## config.mk

```make
export PLATFORM = sky130hd
export DESIGN_NAME = mefb_flag_bank
export DESIGN_NICKNAME = d
export VERILOG_FILES = /design/src/pkg/mefb_pkg.sv /design/src/verilog/mefb_sticky_word.sv /design/src/verilog/mefb_flag_bank.sv
export SDC_FILE = /design/constraint.sdc
export NUM_CORES = 1
export LEC_CHECK = 0
export BUFFER_PORTS_ARGS = -buffer_cell sky130_fd_sc_hd__buf_2
export CAP_MARGIN = 5
export CORE_MARGIN = 2
export CORE_UTILIZATION = 25
export DETAILED_ROUTE_END_ITERATION = 10
export PLACE_DENSITY = 0.44
export SETUP_SLACK_MARGIN = 0.3
export SLEW_MARGIN = 5
export SYNTH_ARGS = -nofsm -noshare
export SYNTH_HDL_FRONTEND = slang
export SYNTH_SLANG_ARGS = --single-unit
```

## constraint.sdc

```tcl
create_clock -name core_clk -period 3.8 [get_ports core_clk]
set_clock_uncertainty 0.2 [all_clocks]
set_input_delay 0.38 -clock core_clk [delete_from_list [all_inputs] [get_ports core_clk]]
set_output_delay 0.38 -clock core_clk [all_outputs]
set_load 0.01 [all_outputs]
```

## src/pkg/mefb_pkg.sv

```systemverilog
// Package with register map, field positions and reset values of the metering event flag bank
package mefb_pkg;
	// Register byte offsets on the APB
	localparam logic [7:0] OFS_FLAGS_FIRST = 8'h00;
	localparam logic [7:0] OFS_FLAGS_SECOND = 8'h04;
	localparam logic [7:0] OFS_MASK_FIRST = 8'h08;
	localparam logic [7:0] OFS_MASK_SECOND = 8'h0C;
	localparam logic [7:0] OFS_POWER_SIGN = 8'h10;
	localparam logic [7:0] OFS_NOLOAD_PHASE = 8'h14;
	localparam logic [7:0] OFS_PULSE_CONFIG = 8'h18;

	// First event flag word bit positions
	localparam int BIT_SUM2_SIGN_CHANGE = 13;
	localparam int BIT_PULSE1_FALL = 14;
	localparam int BIT_PULSE2_FALL = 15;
	localparam int BIT_PULSE3_FALL = 16;
	localparam int BIT_COMPUTE_DONE = 17;
	localparam int BIT_SUM3_SIGN_CHANGE = 18;
	localparam logic [31:0] FIRST_IMPL_MASK = 32'h0007E000;

	// Second event flag word bit positions
	localparam int BIT_TOTAL_NOLOAD = 0;
	localparam int BIT_FUND_NOLOAD = 1;
	localparam int BIT_APPARENT_NOLOAD = 2;
	localparam int BIT_VOLT_TIMEOUT_A = 3;
	localparam int BIT_CURR_TIMEOUT_A = 6;
	localparam int BIT_VOLT_SEEN_A = 9;
	localparam logic [31:0] SECOND_IMPL_MASK = 32'h00000FFF;

	// Power sign register fields
	localparam int BIT_PATH2_SUM_SIGN = 7;
	localparam int BIT_PATH3_SUM_SIGN = 8;

	// No-load phase register fields (low bit of each 3-bit group)
	localparam int POS_TOTAL_PHASES = 0;
	localparam int POS_FUND_PHASES = 3;
	localparam int POS_APPARENT_PHASES = 6;

	// Pulse output configuration fields
	localparam int POS_PULSE1_SOURCE = 0;
	localparam int POS_PULSE2_SOURCE = 3;
	localparam int POS_PULSE3_SOURCE = 6;
	localparam int BIT_PULSE1_DISABLE = 9;
	localparam int BIT_PULSE2_DISABLE = 10;
	localparam int BIT_PULSE3_DISABLE = 11;
	localparam logic [15:0] PULSE_CONFIG_WMASK = 16'h0FFF;

	// Reset values
	localparam logic [31:0] FLAGS_RESET = 32'h00000000;
	localparam logic [31:0] MASK_RESET = 32'h00000000;
	localparam logic [15:0] PULSE_CONFIG_RESET = 16'h0000;
	localparam logic [31:0] BUS_READ_IDLE = 32'h00000000;

	typedef enum {
		MEFB_REG_FLAGS_FIRST,
		MEFB_REG_FLAGS_SECOND,
		MEFB_REG_MASK_FIRST,
		MEFB_REG_MASK_SECOND,
		MEFB_REG_POWER_SIGN,
		MEFB_REG_NOLOAD_PHASE,
		MEFB_REG_PULSE_CONFIG,
		MEFB_REG_NONE
	} mefb_reg_sel_t;
endpackage

```

## src/verilog/mefb_sticky_word.sv

```systemverilog
// Word of sticky event flags, set by hardware and cleared by writing ones
`timescale 1ns/1ps
module mefb_sticky_word #(
	parameter logic [31:0] IMPL_MASK = 32'hFFFFFFFF
) (
	input wire logic core_clk,
	input wire logic reset,
	input wire logic [31:0] setBits,
	input wire logic clearStrobe,
	input wire logic [31:0] clearBits,
	output logic [31:0] flags
);
	import mefb_pkg::*;

	logic [31:0] next_flags;

	always_comb begin
		next_flags = flags;
		if (clearStrobe) begin
			next_flags = next_flags & ~clearBits;
		end
		// A set in the clearing cycle wins, so no event is dropped
		next_flags = (next_flags | setBits) & IMPL_MASK;
	end

	always_ff @(posedge core_clk) begin
		if (reset) begin
			flags <= FLAGS_RESET;
		end else begin
			flags <= next_flags;
		end
	end
endmodule

```

## src/verilog/mefb_flag_bank.sv

```systemverilog
// Metering event flag bank: event capture, pulse output gating, APB register file and interrupt
//
// The register offsets and the APB slave port were decided locally.
`timescale 1ns/1ps
module mefb_flag_bank (
	input wire logic core_clk,
	input wire logic reset,
	// APB slave
	input wire logic psel,
	input wire logic penable,
	input wire logic pwrite,
	input wire logic [7:0] paddr,
	input wire logic [31:0] pwdata,
	output logic [31:0] prdata,
	output logic pready,
	output logic pslverr,
	// Pulse generators, same clock; idle high, active low pulses
	input wire logic pulseGen1,
	input wire logic pulseGen2,
	input wire logic pulseGen3,
	output logic [2:0] pulse_out_1_source,
	output logic [2:0] pulse_out_2_source,
	output logic [2:0] pulse_out_3_source,
	output logic pulse_out_1,
	output logic pulse_out_2,
	output logic pulse_out_3,
	// Summed power signs of pulse paths 2 and 3, 1 means negative
	input wire logic path2_sum_sign,
	input wire logic path3_sum_sign,
	// One-cycle strobe at the end of each computation pass
	input wire logic compute_pass_done,
	// No-load phase levels, bit 0 phase A
	input wire logic [2:0] total_noload_phases,
	input wire logic [2:0] fundamental_noload_phases,
	input wire logic [2:0] apparent_noload_phases,
	// One-cycle detector strobes, bit 0 phase A
	input wire logic [2:0] voltCrossingTimeout,
	input wire logic [2:0] currCrossingTimeout,
	input wire logic [2:0] voltCrossingSeen,
	output logic irq
);
	import mefb_pkg::*;

	function automatic mefb_reg_sel_t decode_addr(input logic [7:0] addr);
		case (addr)
			OFS_FLAGS_FIRST: decode_addr = MEFB_REG_FLAGS_FIRST;
			OFS_FLAGS_SECOND: decode_addr = MEFB_REG_FLAGS_SECOND;
			OFS_MASK_FIRST: decode_addr = MEFB_REG_MASK_FIRST;
			OFS_MASK_SECOND: decode_addr = MEFB_REG_MASK_SECOND;
			OFS_POWER_SIGN: decode_addr = MEFB_REG_POWER_SIGN;
			OFS_NOLOAD_PHASE: decode_addr = MEFB_REG_NOLOAD_PHASE;
			OFS_PULSE_CONFIG: decode_addr = MEFB_REG_PULSE_CONFIG;
			default: decode_addr = MEFB_REG_NONE;
		endcase
	endfunction

	// Rising edge of any bit of a phase vector: a phase has just entered no-load
	function automatic logic any_entry(input logic [2:0] cur, input logic [2:0] prev);
		any_entry = |(cur & ~prev);
	endfunction

	// Bus decode
	mefb_reg_sel_t regSel;
	logic accessPhase;
	logic setupPhase;
	logic busWrite;

	// Software state
	logic [31:0] maskFirst;
	logic [31:0] maskSecond;
	logic [15:0] pulseConfig;
	logic [31:0] next_maskFirst;
	logic [31:0] next_maskSecond;
	logic [15:0] next_pulseConfig;
	logic [31:0] next_prdata;

	// Event history
	logic path2Sign;
	logic path3Sign;
	logic pulsePrev1;
	logic pulsePrev2;
	logic pulsePrev3;
	logic [2:0] totalPrev;
	logic [2:0] fundPrev;
	logic [2:0] apparentPrev;
	logic next_path2Sign;
	logic next_path3Sign;
	logic next_pulsePrev1;
	logic next_pulsePrev2;
	logic next_pulsePrev3;
	logic [2:0] next_totalPrev;
	logic [2:0] next_fundPrev;
	logic [2:0] next_apparentPrev;
	logic [2:0] noloadTotal;
	logic [2:0] noloadFund;
	logic [2:0] noloadApparent;
	logic [2:0] next_noloadTotal;
	logic [2:0] next_noloadFund;
	logic [2:0] next_noloadApparent;

	// Pulse pins
	logic next_pulse_out_1;
	logic next_pulse_out_2;
	logic next_pulse_out_3;

	// Flag words
	logic [31:0] setFirst;
	logic [31:0] setSecond;
	logic [31:0] power_event_flags_first;
	logic [31:0] load_crossing_flags_second;
	logic clearFirst;
	logic clearSecond;
	logic [15:0] power_sign_register;
	logic [15:0] noload_phase_register;

	// Unmasked pending events per word
	logic pendingFirst;
	logic pendingSecond;

	assign regSel = decode_addr(paddr);
	assign setupPhase = psel & ~penable;
	assign accessPhase = psel & penable;
	// Zero wait states: every access completes in its first access cycle
	assign pready = accessPhase;
	// Writes to the read-only views are dropped without an error
	assign pslverr = accessPhase & (regSel == MEFB_REG_NONE);
	assign busWrite = accessPhase & pwrite;

	assign clearFirst = busWrite & (regSel == MEFB_REG_FLAGS_FIRST);
	assign clearSecond = busWrite & (regSel == MEFB_REG_FLAGS_SECOND);

	// Register views
	always_comb begin
		power_sign_register = 16'h0000;
		power_sign_register[BIT_PATH2_SUM_SIGN] = path2Sign;
		power_sign_register[BIT_PATH3_SUM_SIGN] = path3Sign;
		noload_phase_register = 16'h0000;
		noload_phase_register[POS_TOTAL_PHASES +: 3] = noloadTotal;
		noload_phase_register[POS_FUND_PHASES +: 3] = noloadFund;
		noload_phase_register[POS_APPARENT_PHASES +: 3] = noloadApparent;
	end

	assign pulse_out_1_source = pulseConfig[POS_PULSE1_SOURCE +: 3];
	assign pulse_out_2_source = pulseConfig[POS_PULSE2_SOURCE +: 3];
	assign pulse_out_3_source = pulseConfig[POS_PULSE3_SOURCE +: 3];

	// Event detection
	always_comb begin
		next_path2Sign = path2_sum_sign;
		next_path3Sign = path3_sum_sign;
		next_pulsePrev1 = pulseGen1;
		next_pulsePrev2 = pulseGen2;
		next_pulsePrev3 = pulseGen3;
		next_totalPrev = total_noload_phases;
		next_fundPrev = fundamental_noload_phases;
		next_apparentPrev = apparent_noload_phases;
		next_noloadTotal = total_noload_phases;
		next_noloadFund = fundamental_noload_phases;
		next_noloadApparent = apparent_noload_phases;

		setFirst = 32'h00000000;
		setFirst[BIT_SUM2_SIGN_CHANGE] = path2_sum_sign ^ path2Sign;
		// Edges are taken from the generator, ahead of the disable gate
		setFirst[BIT_PULSE1_FALL] = pulsePrev1 & ~pulseGen1;
		setFirst[BIT_PULSE2_FALL] = pulsePrev2 & ~pulseGen2;
		setFirst[BIT_PULSE3_FALL] = pulsePrev3 & ~pulseGen3;
		setFirst[BIT_COMPUTE_DONE] = compute_pass_done;
		setFirst[BIT_SUM3_SIGN_CHANGE] = path3_sum_sign ^ path3Sign;

		setSecond = 32'h00000000;
		setSecond[BIT_TOTAL_NOLOAD] = any_entry(total_noload_phases, totalPrev);
		setSecond[BIT_FUND_NOLOAD] = any_entry(fundamental_noload_phases, fundPrev);
		setSecond[BIT_APPARENT_NOLOAD] = any_entry(apparent_noload_phases, apparentPrev);
		setSecond[BIT_VOLT_TIMEOUT_A +: 3] = voltCrossingTimeout;
		setSecond[BIT_CURR_TIMEOUT_A +: 3] = currCrossingTimeout;
		setSecond[BIT_VOLT_SEEN_A +: 2] = voltCrossingSeen[1:0];
		setSecond[BIT_VOLT_SEEN_A + 2] = voltCrossingSeen[2];
	end

	always_ff @(posedge core_clk) begin
		if (reset) begin
			// Sign history starts positive: a negative sign at release sets its change flag once
			path2Sign <= 1'b0;
			path3Sign <= 1'b0;
			// Pulse history starts at the idle level, so leaving reset shows no false fall
			pulsePrev1 <= 1'b1;
			pulsePrev2 <= 1'b1;
			pulsePrev3 <= 1'b1;
			totalPrev <= 3'h0;
			fundPrev <= 3'h0;
			apparentPrev <= 3'h0;
			noloadTotal <= 3'h0;
			noloadFund <= 3'h0;
			noloadApparent <= 3'h0;
		end else begin
			path2Sign <= next_path2Sign;
			path3Sign <= next_path3Sign;
			pulsePrev1 <= next_pulsePrev1;
			pulsePrev2 <= next_pulsePrev2;
			pulsePrev3 <= next_pulsePrev3;
			totalPrev <= next_totalPrev;
			fundPrev <= next_fundPrev;
			apparentPrev <= next_apparentPrev;
			noloadTotal <= next_noloadTotal;
			noloadFund <= next_noloadFund;
			noloadApparent <= next_noloadApparent;
		end
	end

	// Sticky flag words; unimplemented bits, 31-19 of the first among them, stay zero
	mefb_sticky_word #(
		.IMPL_MASK(FIRST_IMPL_MASK)
	) u_flags_first (
		.core_clk(core_clk),
		.reset(reset),
		.setBits(setFirst),
		.clearStrobe(clearFirst),
		.clearBits(pwdata),
		.flags(power_event_flags_first)
	);

	mefb_sticky_word #(
		.IMPL_MASK(SECOND_IMPL_MASK)
	) u_flags_second (
		.core_clk(core_clk),
		.reset(reset),
		.setBits(setSecond),
		.clearStrobe(clearSecond),
		.clearBits(pwdata),
		.flags(load_crossing_flags_second)
	);

	// Pulse pins: a disabled output idles high, a registered copy otherwise
	always_comb begin
		next_pulse_out_1 = pulseGen1 | pulseConfig[BIT_PULSE1_DISABLE];
		next_pulse_out_2 = pulseGen2 | pulseConfig[BIT_PULSE2_DISABLE];
		next_pulse_out_3 = pulseGen3 | pulseConfig[BIT_PULSE3_DISABLE];
	end

	always_ff @(posedge core_clk) begin
		if (reset) begin
			pulse_out_1 <= 1'b1;
			pulse_out_2 <= 1'b1;
			pulse_out_3 <= 1'b1;
		end else begin
			pulse_out_1 <= next_pulse_out_1;
			pulse_out_2 <= next_pulse_out_2;
			pulse_out_3 <= next_pulse_out_3;
		end
	end

	// Software writable registers; flag words take only write-one-to-clear
	always_comb begin
		next_maskFirst = maskFirst;
		next_maskSecond = maskSecond;
		next_pulseConfig = pulseConfig;
		if (busWrite) begin
			case (regSel)
				MEFB_REG_MASK_FIRST: begin
					next_maskFirst = pwdata & FIRST_IMPL_MASK;
				end
				MEFB_REG_MASK_SECOND: begin
					next_maskSecond = pwdata & SECOND_IMPL_MASK;
				end
				MEFB_REG_PULSE_CONFIG: begin
					next_pulseConfig = pwdata[15:0] & PULSE_CONFIG_WMASK;
				end
				default: begin
					next_pulseConfig = pulseConfig;
				end
			endcase
		end
	end

	// Read data is captured in the setup cycle so it comes from a flip-flop
	always_comb begin
		next_prdata = prdata;
		if (setupPhase) begin
			case (regSel)
				MEFB_REG_FLAGS_FIRST: begin
					next_prdata = power_event_flags_first;
				end
				MEFB_REG_FLAGS_SECOND: begin
					next_prdata = load_crossing_flags_second;
				end
				MEFB_REG_MASK_FIRST: begin
					next_prdata = maskFirst;
				end
				MEFB_REG_MASK_SECOND: begin
					next_prdata = maskSecond;
				end
				MEFB_REG_POWER_SIGN: begin
					next_prdata = {16'h0000, power_sign_register};
				end
				MEFB_REG_NOLOAD_PHASE: begin
					next_prdata = {16'h0000, noload_phase_register};
				end
				MEFB_REG_PULSE_CONFIG: begin
					next_prdata = {16'h0000, pulseConfig};
				end
				default: begin
					next_prdata = BUS_READ_IDLE;
				end
			endcase
		end
	end

	always_ff @(posedge core_clk) begin
		if (reset) begin
			maskFirst <= MASK_RESET;
			maskSecond <= MASK_RESET;
			pulseConfig <= PULSE_CONFIG_RESET;
			prdata <= BUS_READ_IDLE;
		end else begin
			maskFirst <= next_maskFirst;
			maskSecond <= next_maskSecond;
			pulseConfig <= next_pulseConfig;
			prdata <= next_prdata;
		end
	end

	// Level interrupt, high while any unmasked flag stands
	assign pendingFirst = |(power_event_flags_first & maskFirst);
	assign pendingSecond = |(load_crossing_flags_second & maskSecond);
	// A read captures flags in the setup cycle, so a flag set there shows on the next read only
	assign irq = pendingFirst | pendingSecond;
endmodule

```

### Word level (Yosys, flattened, before mapping)

Index checks and enable logic that the tools add are counted.

| operators by class | value |
|---|---|
| equal/unequal tests | 14 |
| reduce and logical (&&, ||, !) cells | 11 |
| bitwise gates (word level) | 32 |
| multiplexer cells | 4 |

Operator list:

| cell | count |
|---|---|
| 19-bit case mux with 7 select lines | 1 |
| 32-bit by 2-bit equality test with 1-bit output, second input constant | 3 |
| 32-bit by 3-bit equality test with 1-bit output, second input constant | 3 |
| 32-bit logical NOT | 2 |
| 32-bit OR reduction | 2 |
| 19-bit AND | 2 |
| 32-bit by 1-bit equality test with 1-bit output, second input constant | 1 |
| 32-bit by 4-bit equality test with 1-bit output, second input constant | 1 |
| 12-bit AND | 2 |
| 8-bit by 5-bit equality test with 1-bit output, second input constant | 3 |
| 3-bit case mux with 7 select lines | 1 |
| 19-bit two-way mux | 1 |
| 19-bit inverter | 1 |
| 19-bit OR | 1 |
| 8-bit by 4-bit equality test with 1-bit output, second input constant | 2 |
| 12-bit two-way mux | 1 |
| 12-bit OR | 1 |
| 1-bit AND | 9 |
| 3-bit AND | 3 |
| 3-bit inverter | 3 |
| 3-bit OR reduction | 3 |
| 8-bit by 3-bit equality test with 1-bit output, second input constant | 1 |
| 8-bit logical NOT | 1 |
| 2-bit AND reduction | 3 |
| other kinds (3) | 10 |

| storage, ports and cells | value |
|---|---|
| output and inout bits | 47 |
| register bits | 97 |

### Depth between registers and ports, before layout

Gate-level depths: netlist of run 1.

| logic depth | value |
|---|---|
| depth after elaboration | 6 |
| mapped depth | 6 |
| depth with buffers taken out | 4 |

### Hierarchy

A second synthesis of run 1 with hierarchy kept.

| unflattened totals | value |
|---|---|
| cell total of the unflattened synthesis | 519 |
| area, all modules | 4,783.3 µm² |

By module, submodules not included:

| module | area each (µm²) | seq. area each (µm²) | cells an instance | instances |
|---|---|---|---|---|
| mefb_flag_bank | 3,742.3 | 1,581.5 | 397 | 1 |
| mefb_sticky_word at u_flags_second | 611.8 | 240.2 | 71 | 1 |
| mefb_sticky_word at u_flags_first | 429.2 | 120.1 | 51 | 1 |

### Least setup slack after synthesis of run 1

OpenSTA, ideal clock, no wires.

| timing | value |
|---|---|
| path kind | input-to-reg |
| start | input port paddr[5] |
| end | register pulseConfig[10] |
| stages | 6 |
| data arrival time | 1.480 ns |
| buffers on the path | 2 |
| setup time | 0.072 ns |
| setup slack | 2.049 ns |
| cell sequence | or3_4 > nor2_2 > and3_1 > buf_4 > buf_12 > mux2i_1 |

| between the ends | value |
|---|---|
| word-level cells in the longest chain between the ends | 4 |
| elaborated cells between the ends (all ways) | 10 |
| those cells by class | eq/ne: 7; mux: 1; reduce/logical: 2 |

Ends and longest elaborated chain:

| item | line | RTL |
|---|---|---|
| from (decl) | mefb_flag_bank.sv:12 | `input wire logic [7:0] paddr,` |
| 8-bit by 5-bit equality test with 1-bit output, or another cell as far along | mefb_flag_bank.sv:45 | `case (addr)` |
| 3-bit case mux with 7 select lines (*) | mefb_flag_bank.sv:45 |  |
| 32-bit by 3-bit equality test with 1-bit output (*) | mefb_flag_bank.sv:258 | `case (regSel)` |
| 2-bit AND reduction (no line) (*) | -- |  |
| to (signal assigned) | mefb_flag_bank.sv:317 | `pulseConfig <= next_pulseConfig;` |
| to (decl) | mefb_flag_bank.sv:71 | `logic [15:0] pulseConfig;` |

Every way passes the cells marked *; elsewhere a longest branch is shown, timed or not.
A chain may end at the register's enable or synchronous reset.

### Worst setup path in the final report of run 1

| timing | value |
|---|---|
| start | register u_flags_second.flags[3] |
| end | output port irq |

| between the ends | value |
|---|---|
| word-level cells in the longest chain between the ends | 3 |

Ends and longest elaborated chain:

| item | line | RTL |
|---|---|---|
| from (decl) | mefb_sticky_word.sv:11 | `output logic [31:0] flags` |
| from (signal assigned) | mefb_sticky_word.sv:30 | `flags <= next_flags;` |
| 12-bit AND | mefb_flag_bank.sv:324 | `assign pendingSecond = \|(load_crossing_flags_second & maskSecond);` |
| 32-bit OR reduction | mefb_flag_bank.sv:324 |  |
| 1-bit OR | mefb_flag_bank.sv:326 | `assign irq = pendingFirst \| pendingSecond;` |
| to (decl) | mefb_flag_bank.sv:40 | `output logic irq` |

Every way passes these cells.

==> run_results.csv, run 1 <==
group,metric,value,unit
placement,io_buffers,87,
worst_setup_path,crit_path_max_fanout,3,
power_and_ir_drop,p_leak,1.872,nW
route,vias,3315,
placement,preCtsSetupSlack,1.179,ns
worst_setup_path,cp.buffers_inverters,1,
clock_network,holdBufCountCts,0,
synth,synthFlopType,"dfxtp_1",
power_and_ir_drop,switchingPower,484.9,uW
cells_and_area,diodes,0,
route,route.detailed.drc,0,
timing,period_minus_slack,2.399,ns
run_status,status,"finished clean",
clock_network,cts_resized,0,
die,initial_utilization,25.68,%
cells_and_area,multi_input_area,1932,um2
timing,final.setup.worst_slack,1.401,ns
worst_setup_path,path_class,"flop to output port",
power_and_ir_drop,power.internal,1.554,mW
synth,netlist_area,3933,um2
worst_setup_path,cp.arrival,1.82,ns
worst_setup_path,path_depth,5,
synth,synth_warnings,0,
timing,fmax,416.8,MHz
clock_network,htreeDepth,3,
route,drtIter0Drc,247,
power_and_ir_drop,ir_drop,0.2270,mV
worst_setup_path,reg2reg_depth,4,
worst_setup_path,path_delay_family,"compound AO/OA/AOI/OAI gates",
cells_and_area,nets,582,
cells_and_area,area_growth,19.69,%
timing,setup_viol,0,
timing,finalCritPeriodShare,63.14,%
worst_setup_path,cpPeakStageDelay,0.37,ns
worst_setup_path,cp.required,3.22,ns
route,routedWlPerCell,15.95,um
die,fp.dieH,129.4,um
global_route,grt_first_pass_wirelength,17490,um
placement,dpl.hpwl,8510,um
die,rows,45,
synth,yosysSeqAreaShare,42.25,%
global_route,antenna_found_initial,0,
timing,rsz0062_at_grt,"false",
worst_setup_path,crit_path_end_kind,"output port",
clock_network,cts_root_buf,"clkbuf_16",
clock_network,path_clk_slew,0.06,ns
min_path,hold_path_depth,2,
route,via_per_inst,4.547,
global_route,overflow,0,
route,totalWireLength,11620,um
cells_and_area,layout_common_cells,"87 x buf_2, 83 x dfxtp_1, 40 x nand2_1",
die,pin_count,116,
synth,synth_edf_count,0,
power_and_ir_drop,power_frac_clock,47.3,%
min_path,min_path_type,"primary input to flop",
worst_setup_path,path_cells,"a22o_1 > a221oi_1 > and3_1 > nand4_1 > buf_2",
global_route,grtUsageTotal,14.02,%
worst_setup_path,start_kind,"flop",
global_route,grt_max_degree,38,
die,coreArea,15310,um2
worst_setup_path,slowest_stage,"dfxtp_1",
cells_and_area,fill_cells,1647,
global_route,grt_pass1_vias,3202,
clock_network,clock_sinks,83,
clock_network,clock_latency,0.34,ns
die,die-area,16750,um2
power_and_ir_drop,power_frac_comb,7.9,%
synth,yosys.cell_types.count,43,
cells_and_area,seqCellArea,1662,um2
clock_network,post_cts_buffers,0,
synth,ys_seq_elements,83,
clock_network,cts_tree,"built",
timing,hold_violations,0,
synth,synthCells,450,
clock_network,clock_path_buffers,2,
cells_and_area,drive_gt1_share,23.75,%
power_and_ir_drop,power_frac_seq,44.8,%
route,dr.pass1.iters,4,
power_and_ir_drop,power_density,433.2,nW/um2
timing,worstMarginPinSlew,0.9489,ns
synth,synth-async-reset-ratio,0,%
timing,setup_tns,0,ns
route,ant_nets,0,
die,die_x,129.4,um
power_and_ir_drop,p_sw_share,23.78,%
clock_network,numCtsBuffers,9,
timing,slew_headroom,36.61,%
placement,place_congestion,0.8151,
synth,syn_area_per_cell,8.739,um2
run,max_cap_viol_count,0,
cells_and_area,final_common_cell,"buf_2",
timing,drv_slew,0,
[cells in the mapped netlist, types with 6 or more instances]
| library cell | count | area (um2) |
|---|---|---|
| dfxtp_1 | 83 | 1662 |
| nand2_1 | 40 | 150.1 |
| nand2b_1 | 37 | 231.5 |
| a21oi_1 | 32 | 160.2 |
| nor2_1 | 26 | 97.59 |
| buf_4 | 24 | 180.2 |
| o21ai_1 | 21 | 105.1 |
| inv_1 | 19 | 71.32 |
| mux2i_1 | 19 | 190.2 |
| clkbuf_1 | 16 | 60.06 |
| nor2b_1 | 15 | 93.84 |
| a22o_1 | 13 | 113.9 |
| a22oi_1 | 12 | 90.09 |
| nand3b_1 | 10 | 75.07 |
| nor3_1 | 9 | 45.04 |
| nor3b_1 | 9 | 67.56 |
| buf_2 | 6 | 30.03 |
| mux2_2 | 6 | 67.56 |
| nand4_1 | 6 | 37.54 |
[layer usage]
metal  vias up  wire (um)  GRT usage [%]
met5         -          0              0
met4         0        245          5.946
li1       1637          -              -
met2       124       5195          21.36
met3        16        747          3.262
met1      1538       5435          19.06
[stage by stage]
step	hold WS [ns]	utilization, %	cells	power, mW	instance area [um2]
after floorplan	0.2308	-	463	1.034	3981
after global placement	0.2333	28.59	713	1.092	4379
after detailed placement	0.2386	28.59	713	1.096	4379
after CTS	0.04072	30.74	729	2.071	4707
after global routing	0.05715	30.74	729	2.122	4707
final	0.05803	30.74	729	2.039	4707
[flip-flops by register name, summed over array words and instances, names as in the netlist]
register	flops
pulse_out_1	1
pulse_out_3	1
pulse_out_2	1
pulsePrev3	1
prdata	18
pulsePrev1	1
path3Sign	1
noloadTotal	3
maskSecond	12
noloadApparent	3
maskFirst	6
path2Sign	1
noloadFund	3
u_flags_first.flags	6
pulseConfig	12
u_flags_second.flags	12
pulsePrev2	1
[logic make-up after synthesis]
logic type	Yosys count	share of synthesized area, %
buffers and inverters	69	9.863
AND/OR/NAND/NOR	176	25.77
multiplexers	25	6.554
flip-flops	83	42.25
AO/OA/AOI/OAI	94	15.02
XOR/XNOR	2	0.4455
other	1	0.09536
[power groups by stage]
stage	Combinational, mW	Sequential, mW	Clock (mW)
after floorplan	0.108	0.926	0
after global placement	0.160	0.932	0
after detailed placement	0.163	0.933	0
after CTS	0.163	0.913	0.994
after global routing	0.179	0.915	1.03
final	0.162	0.913	0.964
[area by class of cell]
type                    count  area share (%)
flip-flops and latches     83           35.30
well taps                 211           5.609
multi-input cells         311           41.04
clock inverters             6           1.887
inverters                  19           1.515
repair buffers             89           9.569
clock buffers              10           5.077
[final timing paths]
check	startpoint	endpoint	slack, ns
min	total_noload_phases[1]	noloadTotal[1]	0.06
max	u_flags_second.flags[3]	irq	1.40
max reg2reg	u_flags_second.flags[8]	prdata[8]	2.51
min reg2reg	prdata[2]	prdata[2]	0.24
(Power assumes the default switching activity.)
==> run 2, diff against run 1 <==
--- a/config.mk
+++ b/config.mk
@@ -10,7 +10,7 @@
 export CORE_MARGIN = 2
 export CORE_UTILIZATION = 25
 export DETAILED_ROUTE_END_ITERATION = 10
-export PLACE_DENSITY = 0.44
+export PLACE_DENSITY = 0.45
 export SETUP_SLACK_MARGIN = 0.3
 export SLEW_MARGIN = 5
 export SYNTH_ARGS = -nofsm -noshare
==> constraint.sdc (replaced) <==
create_clock -name core_clk -period 2.2 [get_ports core_clk]
set_clock_uncertainty 0.2 [all_clocks]
set_input_delay 0.22 -clock core_clk [delete_from_list [all_inputs] [get_ports core_clk]]
set_output_delay 0.22 -clock core_clk [all_outputs]
set_load 0.01 [all_outputs]
==> run 2 against run 1 <==
  * Non-clock buffer count increased by 58
  * Largest power group is now sequential cells
  * Register-to-register slack got worse by 1.6 ns
  * Sequential power is 73% higher
  * Final cell count increased by 8.0%
  * Critical path depth unchanged
  * Critical path type unchanged
  * First-iteration DRC count decreased by 26%
  * Combinational power is 120% higher
  * Utilization up 3.6 points
  * Clock-buffer cell count rose by 1
  * Via count grew 5.0%
  * Sequential share of layout area decreased by 3.5 points
==> run_results.csv, run 2 (same netlist as run 1, synthesis figures left out) <==
group,metric,value,unit
worst_setup_path,path_class,"flop to output port",
cells_and_area,fill_cells,1590,
power_and_ir_drop,power_density,653.9,nW/um2
timing,finalCritPeriodShare,92.90,%
global_route,grt_use_met1,19.61,%
timing,drv_slew,0,
clock_network,cts_root_buf,"clkbuf_16",
route,routedWlPerCell,14.93,um
die,die-area,16750,um2
min_path,min_path_type,"primary input to flop",
route,via_per_inst,4.424,
global_route,use_met3,3.303,%
cells_and_area,regMostFlops,"prdata",
global_route,antenna_found_initial,0,
placement,place_congestion,0.8045,
placement,io_buffers,87,
clock_network,clock_latency,0.35,ns
cells_and_area,drive_gt1_share,25.17,%
clock_network,numCtsBuffers,9,
global_route,grt_first_pass_wirelength,17790,um
die,initial_utilization,25.68,%
timing,setup_viol,0,
route,drtIter0Drc,182,
cells_and_area,nets,640,
power_and_ir_drop,ir_drop,0.3370,mV
cells_and_area,largest_register_ffs,18,
global_route,grt_pass1_vias,3247,
clock_network,htreeDepth,3,
route,ant_nets,0,
global_route,grtUsageTotal,14.11,%
power_and_ir_drop,finalPower,3.435,mW
timing,worst_hold_slack,0.07676,ns
worst_setup_path,crit_path_end_kind,"output port",
global_route,grt.busiest_layer,"met2",
run_status,status,"finished clean",
placement,dpl.hpwl,8710,um
timing,worstMarginPinSlew,0.9459,ns
timing,period_minus_slack,2.044,ns
timing,rsz0062_at_grt,"true",
timing,slew_headroom,36.81,%
route,route.detailed.drc,0,
clock_network,cts_tree,"built",
clock_network,path_clk_slew,0.06,ns
cells_and_area,layout_common_cells,"87 x buf_2, 79 x dfxtp_1, 42 x dlygate4sd3_1",
die,coreArea,15310,um2
placement,placed_cell_area,4489,um2
die,die_x,129.4,um
run,max_cap_viol_count,0,
route,vias,3482,
worst_setup_path,crit_path_max_fanout,2,
clock_network,clock_sinks,83,
power_and_ir_drop,p_leak,2.130,nW
cells_and_area,diodes,0,
die,pin_count,116,
worst_setup_path,cp.required,1.78,ns
cells_and_area,final_common_cell,"buf_2",
clock_network,clock_path_buffers,2,
die,fp.dieH,129.4,um
global_route,grt_max_degree,42,
timing,setup_tns,0,ns
die,rows,45,
worst_setup_path,cp.arrival,1.62,ns
global_route,grt_use_met2,21.58,%
timing,fmax,489.3,MHz
worst_setup_path,start_kind,"flop",
route,totalWireLength,11750,um
global_route,overflow,0,
timing,hold_violations,0,
route,dr.pass1.iters,4,
cells_and_area,area_growth,33.60,%
cells_and_area,finalInstanceArea,5254,um2
==> run 2: cell count changes in the layout (fill, tap and decap cells not counted), sizes merged <==
cell	previous run	this run
dlygate4sd3	0	42
buf	89	105
bufinv	2	1
clkbuf	10	11
clkinv	2	3
clkinvlp	2	1
==> run 2: cell type report <==
class,count,area (um2),area share [%]
clock buffers,11,242.7,4.620
clock inverters,5,52.55,1.000
inverters,19,71.32,1.357
multi-input cells,311,1951,37.13
flip-flops and latches,83,1669,31.77
well taps,211,264.0,5.025
repair buffers,147,1003,19.10
==> run 2: final timing paths <==
check / startpoint / to / slack, ns / cells after the start
max: maskSecond[3] / irq / 0.16 / 5
min: paddr[0] / prdata[8] / 0.08 / 4
max reg2reg: noloadFund[0] / u_flags_second.flags[1] / 0.88 / 3
min reg2reg: prdata[1] / prdata[1] / 0.24 / 2
==> run 2: critical path, cell delays in order (launching register included) <==
cell and delay, ns:
dfxtp_2 0.34, a22o_1 0.23, a221oi_2 0.19, and3_1 0.21, nand4_1 0.13, buf_2 0.18
==> run 2: repair_timing <==
action                     CTS  global route
cloned                       0             0
pin swaps                    3             1
hold buffers                42             0
setup endpoints to repair    1             1
setup buffers                3             0
hold endpoints to repair    62             0
gates resized for setup      8             0
==> run 2: power by group <==
| part | leakage, nW | internal [mW] | switching [mW] |
|---|---|---|---|
| logic | 1.30 | 0.173 | 0.178 |
| clock network | 0.145 | 0.904 | 0.603 |
| registers | 0.681 | 1.55 | 0.0321 |
==> run 2: per-layer routing <==
| metal | share of wire, % | vias up |
|---|---|---|
| met5 | 0 | - |
| met4 | 1.7 | 0 |
| met3 | 5.0 | 15 |
| met2 | 44 | 96 |
| met1 | 49 | 1615 |
| li1 | - | 1756 |
==> run 2: through the flow <==
| step | utilization (%) | cells | setup slack (ns) |
|---|---|---|---|
| finish | 34.31 | 787 | 0.1563 |
| global route | 34.31 | 787 | 0.04300 |
| CTS | 34.31 | 787 | 0.1135 |
| detailed placement | 29.31 | 726 | 0.2352 |
| global placement | 29.31 | 726 | 0.2432 |
| floorplan | - | 463 | 0.6087 |
==> run 3, diff against run 2 <==
--- a/config.mk
+++ b/config.mk
@@ -8,9 +8,9 @@
 export BUFFER_PORTS_ARGS = -buffer_cell sky130_fd_sc_hd__buf_2
 export CAP_MARGIN = 5
 export CORE_MARGIN = 2
-export CORE_UTILIZATION = 25
+export CORE_UTILIZATION = 47
 export DETAILED_ROUTE_END_ITERATION = 10
-export PLACE_DENSITY = 0.45
+export PLACE_DENSITY = 0.76
 export SETUP_SLACK_MARGIN = 0.3
 export SLEW_MARGIN = 5
 export SYNTH_ARGS = -nofsm -noshare
==> run 3 against run 2 <==
  * First-iteration DRC count rose by 14%
  * Routed wire length fell by 15%
  * Sequential cell count did not move
  * Largest cell class unchanged
  * Combinational power fell by 3%
  * Non-clock buffer count fell by 5
==> run_results.csv, run 3 (same netlist as run 1, synthesis figures left out) <==
group,metric,value,unit
run_status,status,"finished clean",
timing,drv_slew,0,
cells_and_area,drive_gt1_share,24.52,%
clock_network,clock_sinks,83,
cells_and_area,finalInstanceArea,4999,um2
power_and_ir_drop,power_frac_comb,11.2,%
run,max_cap_viol_count,0,
clock_network,numCtsBuffers,9,
die,die-area,9115,um2
route,via_per_inst,5.166,
die,pin_count,116,
cells_and_area,nets,635,
worst_setup_path,path_cells,"a22o_1 > a221oi_2 > and3_1 > nand4_1 > buf_2",
power_and_ir_drop,power_frac_clock,36.8,%
placement,io_buffers,87,
clock_network,cts_root_buf,"clkbuf_8",
route,ant_nets,0,
timing,hold_violations,0,
worst_setup_path,cpPeakStageDelay,0.34,ns
power_and_ir_drop,power.internal,2.246,mW
clock_network,cts_tree,"built",
worst_setup_path,crit_path_end_kind,"output port",
route,vias,3492,
placement,preCtsSetupSlack,0.2414,ns
placement,place_congestion,0.8663,
die,coreArea,8175,um2
cells_and_area,diodes,0,
cells_and_area,layout_common_cells,"87 x buf_2, 80 x dfxtp_1, 42 x dlygate4sd3_1",
global_route,antenna_found_initial,0,
power_and_ir_drop,power_density,606.0,nW/um2
worst_setup_path,path_delay_family,"compound AO/OA/AOI/OAI gates",
global_route,grtUsageTotal,22.84,%
die,fp.dieH,95.47,um
power_and_ir_drop,ir_drop,0.3075,mV
cells_and_area,fill_cells,725,
worst_setup_path,crit_path_max_fanout,2,
worst_setup_path,cp.required,1.78,ns
power_and_ir_drop,p_sw_share,25.84,%
power_and_ir_drop,power_frac_seq,52.0,%
cells_and_area,final_common_cell,"buf_2",
global_route,grt_max_degree,77,
timing,slew_headroom,38.83,%
clock_network,htreeDepth,3,
global_route,grt_pass1_vias,3312,
clock_network,path_clk_slew,0.09,ns
route,drtIter0Drc,208,
timing,worst_hold_slack,0.02956,ns
worst_setup_path,cp.arrival,1.70,ns
die,rows,33,
worst_setup_path,cp.buffers_inverters,1,
placement,placed_cell_area,4339,um2
worst_setup_path,start_kind,"flop",
cells_and_area,largest_register_ffs,18,
route,dr.pass1.iters,4,
timing,final.setup.worst_slack,0.08132,ns
timing,worstMarginPinSlew,0.9156,ns
clock_network,clock_path_buffers,2,
timing,finalCritPeriodShare,96.30,%
route,route.detailed.drc,0,
placement,dpl.hpwl,7119,um
worst_setup_path,path_class,"flop to output port",
timing,period_minus_slack,2.119,ns
worst_setup_path,slowest_stage,"dfxtp_2",
clock_network,clock_latency,0.36,ns
timing,fmax,472.0,MHz
route,totalWireLength,10030,um
global_route,overflow,0,
cells_and_area,regMostFlops,"prdata",
power_and_ir_drop,finalPower,3.029,mW
global_route,grt_first_pass_wirelength,15750,um
power_and_ir_drop,switchingPower,782.6,uW
die,initial_utilization,48.10,%
timing,rsz0062_at_grt,"true",
power_and_ir_drop,p_leak,2.068,nW
die,die_x,95.47,um
min_path,min_path_type,"primary input to flop",
timing,setup_viol,0,
cells_and_area,area_growth,27.11,%
route,routedWlPerCell,14.83,um
timing,setup_tns,0,ns
## run 3: area by class of cell
cell class	count	area (um2)	area share (%)
inverters	19	71.32	1.427
flip-flops and latches	83	1668	33.37
multi-input cells	311	1951	39.02
repair buffers	142	978.4	19.57
clock buffers	9	123.9	2.478
well taps	105	131.4	2.628
clock inverters	7	75.07	1.502
## run 3: worst paths after layout
kind	from	end	slack, ns	depth (start not counted)
worst min register to register	prdata[3]	prdata[3]	0.25	2
worst max register to register	noloadFund[0]	u_flags_second.flags[1]	0.78	3
worst max-delay path	maskSecond[3]	irq	0.08	5
worst min-delay path	reset	maskSecond[3]	0.03	2
## run 3: metrics by stage
stage	utilization [%]	std cells
6_report	61.14	676
5_1_grt	61.14	676
4_1_cts	61.14	676
3_5_place_dp	53.08	616
3_3_place_gp	53.08	616
2_1_floorplan	-	463
## run 3: routing by layer
metal,up-vias,routed length (um),GRT usage [%]
met5,-,0,0
met4,0,110,7.381
met3,9,615,4.032
met2,117,4848,39.14
met1,1619,4453,29.13
li1,1747,-,-
## run 3: timing repair
item / in CTS / in global routing
gates resized for setup: 7 / 0
setup endpoints to repair: 1 / 1
buffers inserted: 2 / 0
pin swaps: 2 / 1
endpoints found under the hold margin: 64 / 0
hold buffers: 42 / 0
## run 3: power groups by stage
stage          registers [mW]  logic [mW]  clock network (mW)
6_report                 1.57       0.340                1.11
5_1_grt                  1.58       0.373                1.21
3_3_place_gp             1.61       0.270                   0
3_5_place_dp             1.61       0.276                   0
4_1_cts                  1.57       0.337                1.13
2_1_floorplan            1.60       0.186                   0
## run 3: worst register-to-register path: stages, from the launching register on
cell      delay [ns]
dfxtp_1         0.37
inv_1           0.06
a222oi_1        0.52
a21oi_1         0.14
